===== src/lrbt_pkg.sv =====
// package: constants and types for the long range binary timer
package lrbt_pkg;
  localparam int unsigned CNT_WIDTH      = 8;
  localparam int unsigned TB_BIT         = 0;
  localparam int unsigned MAIN_BIT       = 7;
  localparam int unsigned CLK_HZ         = 40_000_000;
  localparam int unsigned TB_PERIOD_NS   = 2000;
  localparam int unsigned TB_PERIOD_CYC  = (TB_PERIOD_NS * (CLK_HZ / 1_000_000)) / 1000;
  localparam int unsigned TB_HALF_CYC    = TB_PERIOD_CYC / 2;
  localparam logic [7:0]  CNT_RESET      = 8'h00;
  localparam logic [15:0] DIV_RESET      = 16'h0000;
  localparam logic [15:0] DIV_LAST       = 16'(TB_PERIOD_CYC - 1);
  localparam logic [15:0] DIV_LOW_FROM   = 16'(TB_HALF_CYC);
  typedef enum logic [1:0] {
    LRBT_IDLE = 2'b01,
    LRBT_RUN  = 2'b10
  } lrbt_state_type;
endpackage


===== src/lrbt_if.sv =====
// interface: time-base handoff between control and counter stage
`timescale 1ns/1ps
`default_nettype none
interface lrbt_if;
  logic clear;
  logic count_edge;
  logic [7:0] count;
  modport ctrl (output clear, output count_edge, input count);
  modport cnt  (input clear, input count_edge, output count);
endinterface
`default_nettype wire


===== src/lrbt_counter.sv =====
// ripple counter stage model: eight-bit binary count, cleared by reset
`timescale 1ns/1ps
`default_nettype none
module lrbt_counter (
  input  wire logic ref_clk,
  input  wire logic rst_n,
  lrbt_if.cnt       bus
);
  logic [7:0] cnt_reg;
  logic [7:0] cnt_next;

  // count advances once per count_edge pulse: a falling external edge, or the close of an internal period
  always_comb begin
    cnt_next = cnt_reg;
    if (bus.clear) begin
      cnt_next = lrbt_pkg::CNT_RESET;
    end else if (bus.count_edge) begin
      cnt_next = cnt_reg + 8'h01;
    end
  end

  always_ff @(posedge ref_clk or negedge rst_n) begin
    if (!rst_n) begin
      cnt_reg <= lrbt_pkg::CNT_RESET;
    end else begin
      cnt_reg <= cnt_next;
    end
  end

  assign bus.count = cnt_reg;
endmodule
`default_nettype wire


===== src/lrbt_timer.sv =====
// top: trigger/reset controlled long-delay binary timer
`timescale 1ns/1ps
`default_nettype none
module lrbt_timer (
  input  wire logic ref_clk,
  input  wire logic rst_n,
  input  wire logic trigger_in,
  input  wire logic reset_in,
  input  wire logic feedback_link_switch,
  input  wire logic continuous_mode,
  input  wire logic ext_clock_sel,
  input  wire logic time_base_in,
  output logic      output_interval_o,
  output logic      output_interval_oe,
  output logic      stage0_o,
  output logic      stage0_oe,
  output logic      time_base_o,
  output logic      time_base_oe
);
  lrbt_if link ();

  // two-flop synchronisers for every pin input
  logic [5:0] sync1_reg;
  logic [5:0] sync2_reg;
  logic [5:0] sync1_next;
  logic [5:0] sync2_next;
  logic       trig_s;
  logic       rst_s;
  logic       fb_s;
  logic       cont_s;
  logic       extsel_s;
  logic       tbin_s;

  always_comb begin
    sync1_next = {time_base_in, ext_clock_sel, continuous_mode,
                  feedback_link_switch, reset_in, trigger_in};
    sync2_next = sync1_reg;
  end

  always_ff @(posedge ref_clk or negedge rst_n) begin
    if (!rst_n) begin
      sync1_reg <= 6'h00;
      sync2_reg <= 6'h00;
    end else begin
      sync1_reg <= sync1_next;
      sync2_reg <= sync2_next;
    end
  end

  assign trig_s   = sync2_reg[0];
  assign rst_s    = sync2_reg[1];
  assign fb_s     = sync2_reg[2];
  assign cont_s   = sync2_reg[3];
  assign extsel_s = sync2_reg[4];
  assign tbin_s   = sync2_reg[5];

  // edge detection and power-up self-trigger
  logic       trig_d_reg;
  logic       trig_d_next;
  logic       rst_d_reg;
  logic       rst_d_next;
  logic       main_d_reg;
  logic       main_d_next;
  logic       tbin_d_reg;
  logic       tbin_d_next;
  logic [2:0] boot_reg;
  logic [2:0] boot_next;
  logic       trig_rise;
  logic       rst_rise;
  logic       fb_rise;

  always_comb begin
    trig_d_next = trig_s;
    rst_d_next  = rst_s;
    main_d_next = link.count[lrbt_pkg::MAIN_BIT];
    tbin_d_next = tbin_s;
    // boot window waits until continuous_mode has crossed both sync flops
    boot_next   = {boot_reg[1:0], 1'b0};
  end

  always_ff @(posedge ref_clk or negedge rst_n) begin
    if (!rst_n) begin
      trig_d_reg <= 1'b0;
      rst_d_reg  <= 1'b0;
      main_d_reg <= 1'b0;
      tbin_d_reg <= 1'b0;
      boot_reg   <= 3'h1;
    end else begin
      trig_d_reg <= trig_d_next;
      rst_d_reg  <= rst_d_next;
      main_d_reg <= main_d_next;
      tbin_d_reg <= tbin_d_next;
      boot_reg   <= boot_next;
    end
  end

  assign trig_rise = (trig_s & ~trig_d_reg) | (boot_reg[2] & cont_s);
  assign rst_rise  = rst_s & ~rst_d_reg;
  // timing pin rises as bit 7 sets; feedback treats it as a reset pulse
  assign fb_rise   = fb_s & ~main_d_reg & link.count[lrbt_pkg::MAIN_BIT];

  // control flip-flop: set by trigger, cleared by reset
  lrbt_pkg::lrbt_state_type state_reg;
  lrbt_pkg::lrbt_state_type state_next;
  logic                     start;

  always_comb begin
    state_next = state_reg;
    start      = 1'b0;
    case (state_reg)
      lrbt_pkg::LRBT_IDLE: begin
        if (trig_rise) begin
          state_next = lrbt_pkg::LRBT_RUN;
          start      = 1'b1;
        end
      end
      lrbt_pkg::LRBT_RUN: begin
        // trigger outranks a coincident reset, and restarts nothing
        if ((rst_rise | fb_rise) & ~trig_rise) begin
          state_next = lrbt_pkg::LRBT_IDLE;
        end // further triggers ignored here
      end
      default: state_next = lrbt_pkg::LRBT_IDLE;
    endcase
  end

  always_ff @(posedge ref_clk or negedge rst_n) begin
    if (!rst_n) begin
      state_reg <= lrbt_pkg::LRBT_IDLE;
    end else begin
      state_reg <= state_next;
    end
  end

  // internal time base divider, runs only while triggered
  logic [15:0] div_reg;
  logic [15:0] div_next;
  logic        running;
  logic        tb_level;
  logic        int_fall;
  logic        ext_fall;

  assign running = (state_reg == lrbt_pkg::LRBT_RUN);

  always_comb begin
    div_next = lrbt_pkg::DIV_RESET;
    if (running && !start) begin
      div_next = (div_reg == lrbt_pkg::DIV_LAST) ? lrbt_pkg::DIV_RESET : div_reg + 16'h0001;
    end
  end

  always_ff @(posedge ref_clk or negedge rst_n) begin
    if (!rst_n) begin
      div_reg <= lrbt_pkg::DIV_RESET;
    end else begin
      div_reg <= div_next;
    end
  end

  // internal base: high first half, low second half of each period
  // count at the close of each period, so 128 counts span 128 full periods
  assign int_fall = running & (div_reg == lrbt_pkg::DIV_LAST);
  // external clock (or a previous stage's output) counts on its falling edge
  assign ext_fall = running & tbin_d_reg & ~tbin_s;
  assign tb_level = ~running | (div_reg < lrbt_pkg::DIV_LOW_FROM);

  // counter gated by control flip-flop, cleared while at rest
  assign link.clear      = ~running | start;
  assign link.count_edge = extsel_s ? ext_fall : int_fall;

  lrbt_counter u_counter (
    .ref_clk (ref_clk),
    .rst_n   (rst_n),
    .bus     (link)
  );

  // open-collector outputs: enable pulls the pin low, registered
  logic [2:0] out_reg;
  logic [2:0] out_next;

  always_comb begin
    out_next[0] = running & link.count[lrbt_pkg::TB_BIT];
    out_next[1] = ~start & running & ~link.count[lrbt_pkg::MAIN_BIT];
    out_next[1] = out_next[1] | start;
    out_next[2] = running & ~(extsel_s | tb_level);
  end

  always_ff @(posedge ref_clk or negedge rst_n) begin
    if (!rst_n) begin
      out_reg <= 3'h0;
    end else begin
      out_reg <= out_next;
    end
  end

  assign stage0_oe          = out_reg[0];
  assign stage0_o           = 1'b0;
  assign output_interval_oe = out_reg[1];
  assign output_interval_o  = 1'b0;
  assign time_base_oe       = out_reg[2];
  assign time_base_o        = 1'b0;
endmodule
`default_nettype wire


===== config.mk =====
export PLATFORM = sky130hd
export DESIGN_NAME = lrbt_timer
export DESIGN_NICKNAME = d
export VERILOG_FILES = /design/src/lrbt_pkg.sv /design/src/lrbt_if.sv /design/src/lrbt_counter.sv /design/src/lrbt_timer.sv
export SDC_FILE = /design/constraint.sdc
export NUM_CORES = 1
export LEC_CHECK = 0
export ABC_AREA = 1
export CORE_MARGIN = 5
export CORE_UTILIZATION = 35
export CTS_CLUSTER_SIZE = 40
export DETAILED_ROUTE_END_ITERATION = 8
export DONT_BUFFER_PORTS = 1
export PLACE_DENSITY_LB_ADDON = 0.12
export SYNTH_ARGS = -nofsm -noshare
export SYNTH_HDL_FRONTEND = slang
export SYNTH_SLANG_ARGS = --single-unit

===== constraint.sdc =====
create_clock -name ref_clk -period 1.8 [get_ports ref_clk]
set_input_delay 0.09 -clock ref_clk [delete_from_list [all_inputs] [get_ports ref_clk]]
set_output_delay 0.09 -clock ref_clk [all_outputs]
set_load 0.1 [all_outputs]

=== Word level (Yosys, flattened, before mapping) ===
Index checks and enable logic that the tools add are counted.

* Add/subtract/negate cells: 2
* Magnitude comparators: 1
* Equality and inequality tests: 5
* Muxes and demuxes: 10
* Bitwise logic cells: 28
* Reduce and logical (&&, ||, !) cells: 4

{| class="wikitable"
|+ Operators by type and width
! operator !! number
|-
| $mux 16 || 2
|-
| $add 16x1->16 const B || 1
|-
| $eq 16x7->1 const B || 1
|-
| $lt 16x6->1 const B || 1
|-
| $mux 8 || 2
|-
| $and 1x1->1 || 13
|-
| $not 1->1 || 9
|-
| $add 8x1->8 const B || 1
|-
| $or 1x1->1 || 6
|-
| $mux 2 || 2
|-
| $pmux 2 s2 || 1
|-
| $mux 1 || 3
|-
| $eq 2x1->1 const B || 1
|-
| $eq 2x2->1 const B || 1
|-
| $ne 2x1->1 const B || 1
|-
| $ne 2x2->1 const B || 1
|-
| $reduce_and 2->1 || 1
|-
| $reduce_bool 2->1 || 1
|-
| $logic_and 1x1->1 || 1
|-
| $logic_not 1->1 || 1
|}

* Register bits: 48
* Input port bits: 8
* Logic and storage cells: 61

=== Logic depth before layout (Yosys ltp) ===
Gate-level depths: netlist of run 1.

* Depth after elaboration: 9
* Mapped depth: 9
* Depth with buffers taken out: 9

=== By module ===
From an unflattened synthesis of run 1, not the netlist that was laid out.

* Cells, all modules: 227
* Area, all modules: 2082.0 um^2

{| class="wikitable"
|+ By module, submodules not included
! module !! times used !! cells an instance !! area each (um^2)
|-
| lrbt_timer || 1 || 167 || 1609.0
|-
| lrbt_counter || 1 || 60 || 473.0
|}

=== Worst setup path before layout of run 1 ===
No wires, ideal clock.

* Kind: register -> register
* Start: register div_reg[0]
* End: register u_counter.cnt_reg[0], in the netlist u_counter.bus.count[0]
* Setup time: 113 ps
* Arrival: 1140 ps
* Data required time: 1687 ps
* Setup slack: 547 ps
* Cell stages (with the launch flop): 9
* Path through: dfrtp_1 -> ha_1 -> nand3_2 -> nor2_4 -> nand3_4 -> nand2_2 -> nand2_1 -> nand2_1 -> inv_1

* Longest elaborated chain between the ends: 4

{| class="wikitable"
|+ RTL lines
! element !! RTL line !! source
|-
| start, declared || lrbt_timer.sv:136 || <nowiki>logic [15:0] div_reg;</nowiki>
|-
| start signal, assigned || lrbt_timer.sv:154 || <nowiki>div_reg <= lrbt_pkg::DIV_RESET;</nowiki>
|-
| start signal, assigned || lrbt_timer.sv:156 || <nowiki>div_reg <= div_next;</nowiki>
|-
| $eq 16x7->1 || lrbt_timer.sv:162 || <nowiki>assign int_fall = running & (div_reg == lrbt_pkg::DIV_LAST);</nowiki>
|-
| $and 1x1->1 || lrbt_timer.sv:162 ||
|-
| $mux 1 || lrbt_timer.sv:169 || <nowiki>assign link.count_edge = extsel_s ? ext_fall : int_fall;</nowiki>
|-
| $reduce_bool 2->1 (no source line) || - ||
|-
| end signal, assigned || lrbt_counter.sv:24 || <nowiki>cnt_reg <= lrbt_pkg::CNT_RESET;</nowiki>
|-
| end signal, assigned || lrbt_counter.sv:26 || <nowiki>cnt_reg <= cnt_next;</nowiki>
|-
| end, declared || lrbt_counter.sv:9 || <nowiki>logic [7:0] cnt_reg;</nowiki>
|}

No other way between the ends.
A chain may end at the register's enable or synchronous reset.

=== Worst setup path in the final report of run 1 ===
* Start: register state_reg[0]
* End: register state_reg[1]

* Longest elaborated chain between the ends: 3
* Elaborated cells between the ends (all ways): 6
* Those cells by class: eq/ne (4); mux (1); reduce/logical (1)

{| class="wikitable"
|+ RTL lines
! element !! RTL line !! source
|-
| start, declared || lrbt_timer.sv:103 || <nowiki>lrbt_pkg::lrbt_state_type state_reg;</nowiki>
|-
| start signal, assigned || lrbt_timer.sv:129 || <nowiki>state_reg <= lrbt_pkg::LRBT_IDLE;</nowiki>
|-
| start signal, assigned || lrbt_timer.sv:131 || <nowiki>state_reg <= state_next;</nowiki>
|-
| $eq 2x2->1 or $eq 2x1->1 (tied branches) || lrbt_timer.sv:110 || <nowiki>case (state_reg)</nowiki>
|-
| $ne 2x1->1 (no source line) or $ne 2x2->1 (tied branches) || - ||
|-
| $reduce_and 2->1 (no source line) || - ||
|}

Parallel ways exist; a longest one is shown, timed or not.

==> results of run 1 <==
stage by stage:
stage | instances | total power [uW] | utilization [%] | cell area (um^2)
2_1_floorplan | 245 | 1350 | - | 2160
3_3_place_gp | 318 | 1400 | 37.8 | 2250
3_5_place_dp | 318 | 1400 | 37.8 | 2250
4_1_cts | 334 | 2240 | 41.4 | 2460
5_1_grt | 334 | 2310 | 41.4 | 2460
6_report | 334 | 2190 | 41.4 | 2460
worst max-delay path by stage:
| stage | slack, ps | cells after the start | from | endpoint |
|---|---|---|---|---|
| global placement | 380 | 5 | state_reg[0] | state_reg[1] |
| floorplan | 550 | 8 | div_reg[0] | u_counter.bus.count[0] |
| CTS | 320 | 5 | state_reg[0] | state_reg[1] |
| finish | 350 | 5 | state_reg[0] | state_reg[1] |
| detailed placement | 330 | 5 | state_reg[0] | state_reg[1] |
| global route | 180 | 5 | state_reg[0] | state_reg[1] |
kinds of logic after synthesis:
group / synth area share (%)
AOI/OAI and AO/OA: 3.25
xor gates and xnor gates: 3.25
adders and majority gates: 1.16
buffers and inverters: 7.26
DFF: 55.9
other: 0.174
and+or+nand+nor: 29.0
report_power, final:
part	internal (uW)	switching (uW)
clock network	418	363
logic	60.9	198
registers	1130	18.7
metal layers:
| layer | vias up | GRT usage [%] | share of wire (%) |
|---|---|---|---|
| li1 | 781 | - | - |
| met4 | 0 | 4.53 | 1.7 |
| met2 | 16 | 18.4 | 47 |
| met5 | - | 0 | 0 |
| met3 | 6 | 2.51 | 2.8 |
| met1 | 701 | 14.3 | 48 |
Yosys cell counts (2+ instances only):
cell type  number
a21oi_1         4
buf_4           3
dfrtp_1        46
dfstp_2         2
ha_1            2
inv_1          31
nand2_1        52
nand2_2         4
nand3_1        13
nand3_2         2
nand3_4         2
nand4_1        10
nor2_1         37
nor2_2          4
nor3_1          4
o21ai_0         6
xnor2_1         3
xor2_1          5
cell type report:
class                           count  area, um^2  area share (%)
Tap cell                           75        93.8            3.81
Timing Repair Buffer               12         128            5.18
Clock buffer                        5        68.8            2.79
Inverter                           32         120            4.87
Sequential cell                    48        1200            48.8
Clock inverter                      3        46.3            1.88
Multi-Input combinational cell    159         805            32.6
what timing repair did:
action                    CTS  global route
hold buffers                8             0
resized for setup           0             0
hold endpoints to repair   54             0
setup buffers               0             0
worst register-to-register path, delay by kind of cell (launching register included):
kind,cells,cell delay [ps]
DFF,1,520
buffers and inverters,3,380
AOI/OAI and AO/OA,1,320
and+or+nand+nor,1,120
==> flow_metrics.py, run 1 <==
metrics = {
    "outcome": {
        "outcome": "finished, final reports clean",
    },
    "synthesis": {
        "synth_area_leader_cell": "dfrtp_1",
        "synth_ff_type": "dfrtp_1",
        "yosys-top-cells-area": "dfrtp_1 53%, nand2_1 9.1%, nor2_1 6.4%",
        "synth.top_cell.area_share_pct": 53.5,
        "synth-seq-cells": 48,
        "syn-cell-area_um2": 2150,
        "async_reset_ff_share_pct": 100,
        "netlist_instances": 242,
        "synth_edf_count": 0,
        "post_synth.cell_area_avg_um2": 8.90,
        "yosysSeqAreaShare_pct": 55.9,
        "ys_warn_count": 0,
        "yosysUniqueCellTypes": 30,
    },
    "global_route": {
        "antenna_found_initial": 0,
        "grt_pass1_vias": 1506,
        "grt_max_degree": 49,
        "globalRouteOverflowTotal": 0,
        "grt_pass1_wl_mm": 6.74,
        "grt_util_all_layers_pct": 11.2,
    },
    "detailed_routing": {
        "wl_per_cell_um": 11.2,
        "via_count": 1504,
        "routed_wl_mm": 3.76,
        "drt_pre_antenna_iters": 4,
        "drt_iter0_drc": 35,
        "drc": 0,
        "vias_per_cell": 4.50,
        "ant_nets": 0,
    },
    "cells_and_area": {
        "mostFrequentLayoutCells": "52 x nand2_1, 46 x dfrtp_1, 37 x nor2_1",
        "nFillCells": 608,
        "largest_reg_flops": 16,
        "finalNetCount": 268,
        "final_common_cell": "nand2_1",
        "drive_above_1_share_pct": 12.0,
        "n_antenna_cell": 0,
        "area_growth_pct": 14.5,
    },
    "clock_network": {
        "cts_tree": "built",
        "cts_buffer_depth": 2,
        "ctsHtreeMaxLevel": 2,
        "numCtsBuffers": 5,
        "root_buffer": "clkbuf_8",
        "clk-insertion-delay-late_ps": 300,
        "cts_sinks": 48,
        "clk_pin_slew_ps": 90,
    },
    "floorplanning": {
        "rows": 28,
        "initial_core_util_pct": 36.2,
        "die_h_um": 88.4,
        "coreArea_um2": 5960,
        "die_w_um": 88.4,
        "die_area_um2": 7820,
        "ios": 14,
    },
    "sta": {
        "tns_ps": 0,
        "min_period_ps": 1450,
        "worst_pin_slew_ps": 537,
        "slew_viol_final": 0,
        "hold_violations": 0,
        "rsz0062_at_grt": "false",
        "period_share_pct": 80.8,
        "setup_ws_ps": 345,
        "whs_ps": 297,
        "max_freq_mhz": 687,
        "fin_skew_ps": 8.07,
        "finalSetupViolations": 0,
        "slew_headroom_pct": 64.2,
    },
    "worst_setup_path": {
        "cp_cell_sequence": "inv_1 -> nand2_2 -> inv_1 -> o21ai_0 -> inv_1",
        "crit_path_top_delay_cell": "dfstp_2",
        "max_stage_delay_ps": 520,
        "crit_fanout": 15,
        "r2r_start": "state_reg[0]",
        "r2r_cells": 5,
        "cp_common_cell": "inv_1",
        "criticalPathCategory": "register to register",
        "cp-start-kind": "register",
        "crit_buf_inv": 3,
        "crit_family": "flip-flops",
        "cp-end-kind": "register",
        "rrSetupSlack_ps": 350,
        "reg2reg_to": "state_reg[1]",
        "worstPathArrival_ps": 1640,
        "critical_path_required_ps": 1990,
    },
    "min_path": {
        "min_path_type": "input port to async pin",
    },
    "place": {
        "pre_cts_ws_ps": 334,
        "hpwl_mm": 2.70,
        "portBuffers": 0,
        "place_congestion": 0.797,
    },
    "flow_run": {
        "maxCapViolCount": 0,
    },
    "pwr": {
        "p_per_area_nw_per_um2": 888,
        "p_leak_uw": 0.00113,
        "peakVddDrop_uv": 566,
    },
}
Note: power is estimated with default switching activity, not from simulation.
==> run 2, diff against run 1 <==
==> constraint.sdc (replaced) <==
create_clock -name ref_clk -period 1.3 [get_ports ref_clk]
set_input_delay 0.065 -clock ref_clk [delete_from_list [all_inputs] [get_ports ref_clk]]
set_output_delay 0.065 -clock ref_clk [all_outputs]
set_load 0.1 [all_outputs]
==> run 2 against run 1 <==
Cell count up 6.9%. Largest cell class unchanged. Clock power is 36% higher. Die area unchanged. Combinational power rose by 62%. Sequential power up 38%. Sequential share of layout area down 5.0 points. Utilization up 4.9 points. Register-to-register slack worse by 340 ps.
==> flow_metrics.py, run 2 (same netlist as run 1, synthesis figures left out) <==
metrics = {
    "cells_and_area": {
        "largest_reg_flops": 16,
        "n_antenna_cell": 0,
        "final_common_cell": "nand2_1",
        "design_area_um2": 2750,
        "finalNetCount": 291,
        "area_growth_pct": 27.9,
        "utilization_pct": 46.2,
        "layout.cells.non_filler": 357,
        "drive_above_1_share_pct": 27.3,
        "mostFrequentLayoutCells": "46 x nand2_1, 44 x dfrtp_1, 29 x nor2_1",
    },
    "floorplanning": {
        "die_area_um2": 7820,
        "initial_core_util_pct": 36.2,
        "die_h_um": 88.4,
        "coreArea_um2": 5960,
        "die_w_um": 88.4,
        "rows": 28,
        "ios": 14,
    },
    "worst_setup_path": {
        "cp-startpoint": "div_reg[1]",
        "cp_cell_sequence": "ha_4 -> nand3_4 -> nor2_4 -> nand3_4 -> nand2_2 -> nand2_1 -> nand2_1 -> inv_1",
        "r2r_start": "div_reg[1]",
        "crit_fanout": 5,
        "worstPathArrival_ps": 1500,
        "cp-start-kind": "register",
        "max_stage_delay_ps": 400,
        "rrSetupSlack_ps": 4,
        "cp-end-kind": "register",
        "criticalPathCategory": "register to register",
        "critical_path_required_ps": 1510,
        "reg2reg_to": "u_counter.bus.count[0]",
        "crit_path_top_delay_cell": "dfrtp_1",
        "cp-endpoint": "u_counter.bus.count[0]",
        "r2r_cells": 8,
    },
    "pwr": {
        "p_sw_share_pct": 26.5,
        "p_seq_share_pct": 51.8,
        "power_frac_clock_pct": 34.5,
        "p_comb_share_pct": 13.7,
        "power_uw": 3070,
        "switching_power_uw": 813,
        "p_per_area_nw_per_um2": 1120,
        "peakVddDrop_uv": 750,
        "p_int_uw": 2260,
        "p_leak_uw": 0.00125,
    },
    "global_route": {
        "globalRouteOverflowTotal": 0,
        "grt_util_all_layers_pct": 12.1,
        "grt_pass1_wl_mm": 7.22,
        "antenna_found_initial": 0,
        "grt_max_degree": 49,
        "grt_pass1_vias": 1603,
    },
    "place": {
        "hpwl_mm": 2.81,
        "dpl_cell_area_um2": 2390,
        "portBuffers": 0,
        "place_congestion": 0.772,
        "dp_cells": 335,
    },
    "detailed_routing": {
        "wl_met1_mm": 1.95,
        "wl_per_cell_um": 11.7,
        "vias_per_cell": 4.56,
        "drt_iter0_drc": 74,
        "ant_nets": 0,
        "top_layer": "met4",
        "drc": 0,
        "met2_length_mm": 2.02,
        "drt_pre_antenna_iters": 4,
        "routed_wl_mm": 4.17,
        "via_count": 1629,
        "route.met3.wl_um": 140,
    },
    "clock_network": {
        "cts_buffer_depth": 2,
        "ctsHtreeMaxLevel": 2,
        "clk-insertion-delay-late_ps": 300,
        "root_buffer": "clkbuf_8",
        "cts_sinks": 48,
        "numCtsBuffers": 5,
        "clk_pin_slew_ps": 90,
        "cts_tree": "built",
    },
    "sta": {
        "min_period_ps": 1300,
        "finalSetupViolations": 0,
        "period_share_pct": 99.7,
        "max_freq_mhz": 772,
        "slew_viol_final": 0,
        "rsz0062_at_grt": "true",
        "fin_skew_ps": 9.02,
        "hold_violations": 0,
    },
    "flow_run": {
        "maxCapViolCount": 0,
    },
    "min_path": {
        "min_path_type": "input port to async pin",
    },
    "outcome": {
        "outcome": "finished, final reports clean",
    },
}
==> run 2: changes by cell type in the layout (fill, tap and decap cells not counted), sizes merged <==
cell	change
clkinv	+1
buf	+22
nand3	+1
inv	-1
==> run 2: worst min-delay path by stage <==
stage,endpoint,slack [ps],cells after the start
finish,div_reg[5],290,2
global route,boot_reg[2],280,2
CTS,sync2_reg[3],260,2
detailed placement,div_reg[1],-230,0
global placement,boot_reg[1],-230,0
floorplan,boot_reg[1],-230,0
==> run 2: critical path, delay by kind of cell, from the launching register on <==
family / cells / cell delay (ps)
AND/OR/NAND/NOR: 6 / 610
buffers and inverters: 1 / 30
adder cells (fa/ha/maj): 1 / 170
flip-flops: 1 / 400
==> run 2: final cells by class <==
type	count	area [um^2]
repair buffers	34	305
inverters	32	120
clock inverters	3	42.5
multi-input cells	160	917
fillers	580	3200
clock buffers	5	68.8
flip-flops and latches	48	1210
well taps	75	93.8
==> run 2: power by group through the flow <==
stage / sequential [uW] / clock, uW / combinational [uW]
after global routing: 1600 / 1170 / 464
after CTS: 1590 / 1110 / 413
after detailed placement: 1620 / 0 / 353
final: 1590 / 1060 / 420
after global placement: 1620 / 0 / 355
after floorplan: 1700 / 0 / 175
==> run 2: per-layer routing <==
layer | vias to the layer above | global-route usage [%]
met5 | - | 0
met4 | 0 | 4.12
met3 | 5 | 3.63
met2 | 19 | 19.2
met1 | 763 | 15.7
li1 | 842 | -
==> run 2: timing repair <==
| item | CTS | global route |
|---|---|---|
| setup endpoints to repair | 16 | 23 |
| endpoints found under the hold margin | 54 | 0 |
| hold buffers | 8 | 0 |
| gates resized for setup | 4 | 28 |
| gates cloned | 0 | 1 |
| pin swaps | 1 | 10 |
| setup buffers | 0 | 5 |
==> run 2: per-stage QoR <==
stage / hold WS, ps / TNS, ps / setup slack (ps)
final: 287 / 0 / 4.18
after global routing: 284 / -1100 / -137
after CTS: 263 / -190 / -27.3
after detailed placement: -228 / -218 / -35.6
after global placement: -228 / -45.3 / -19.4
after floorplan: -231 / 0 / 47.4
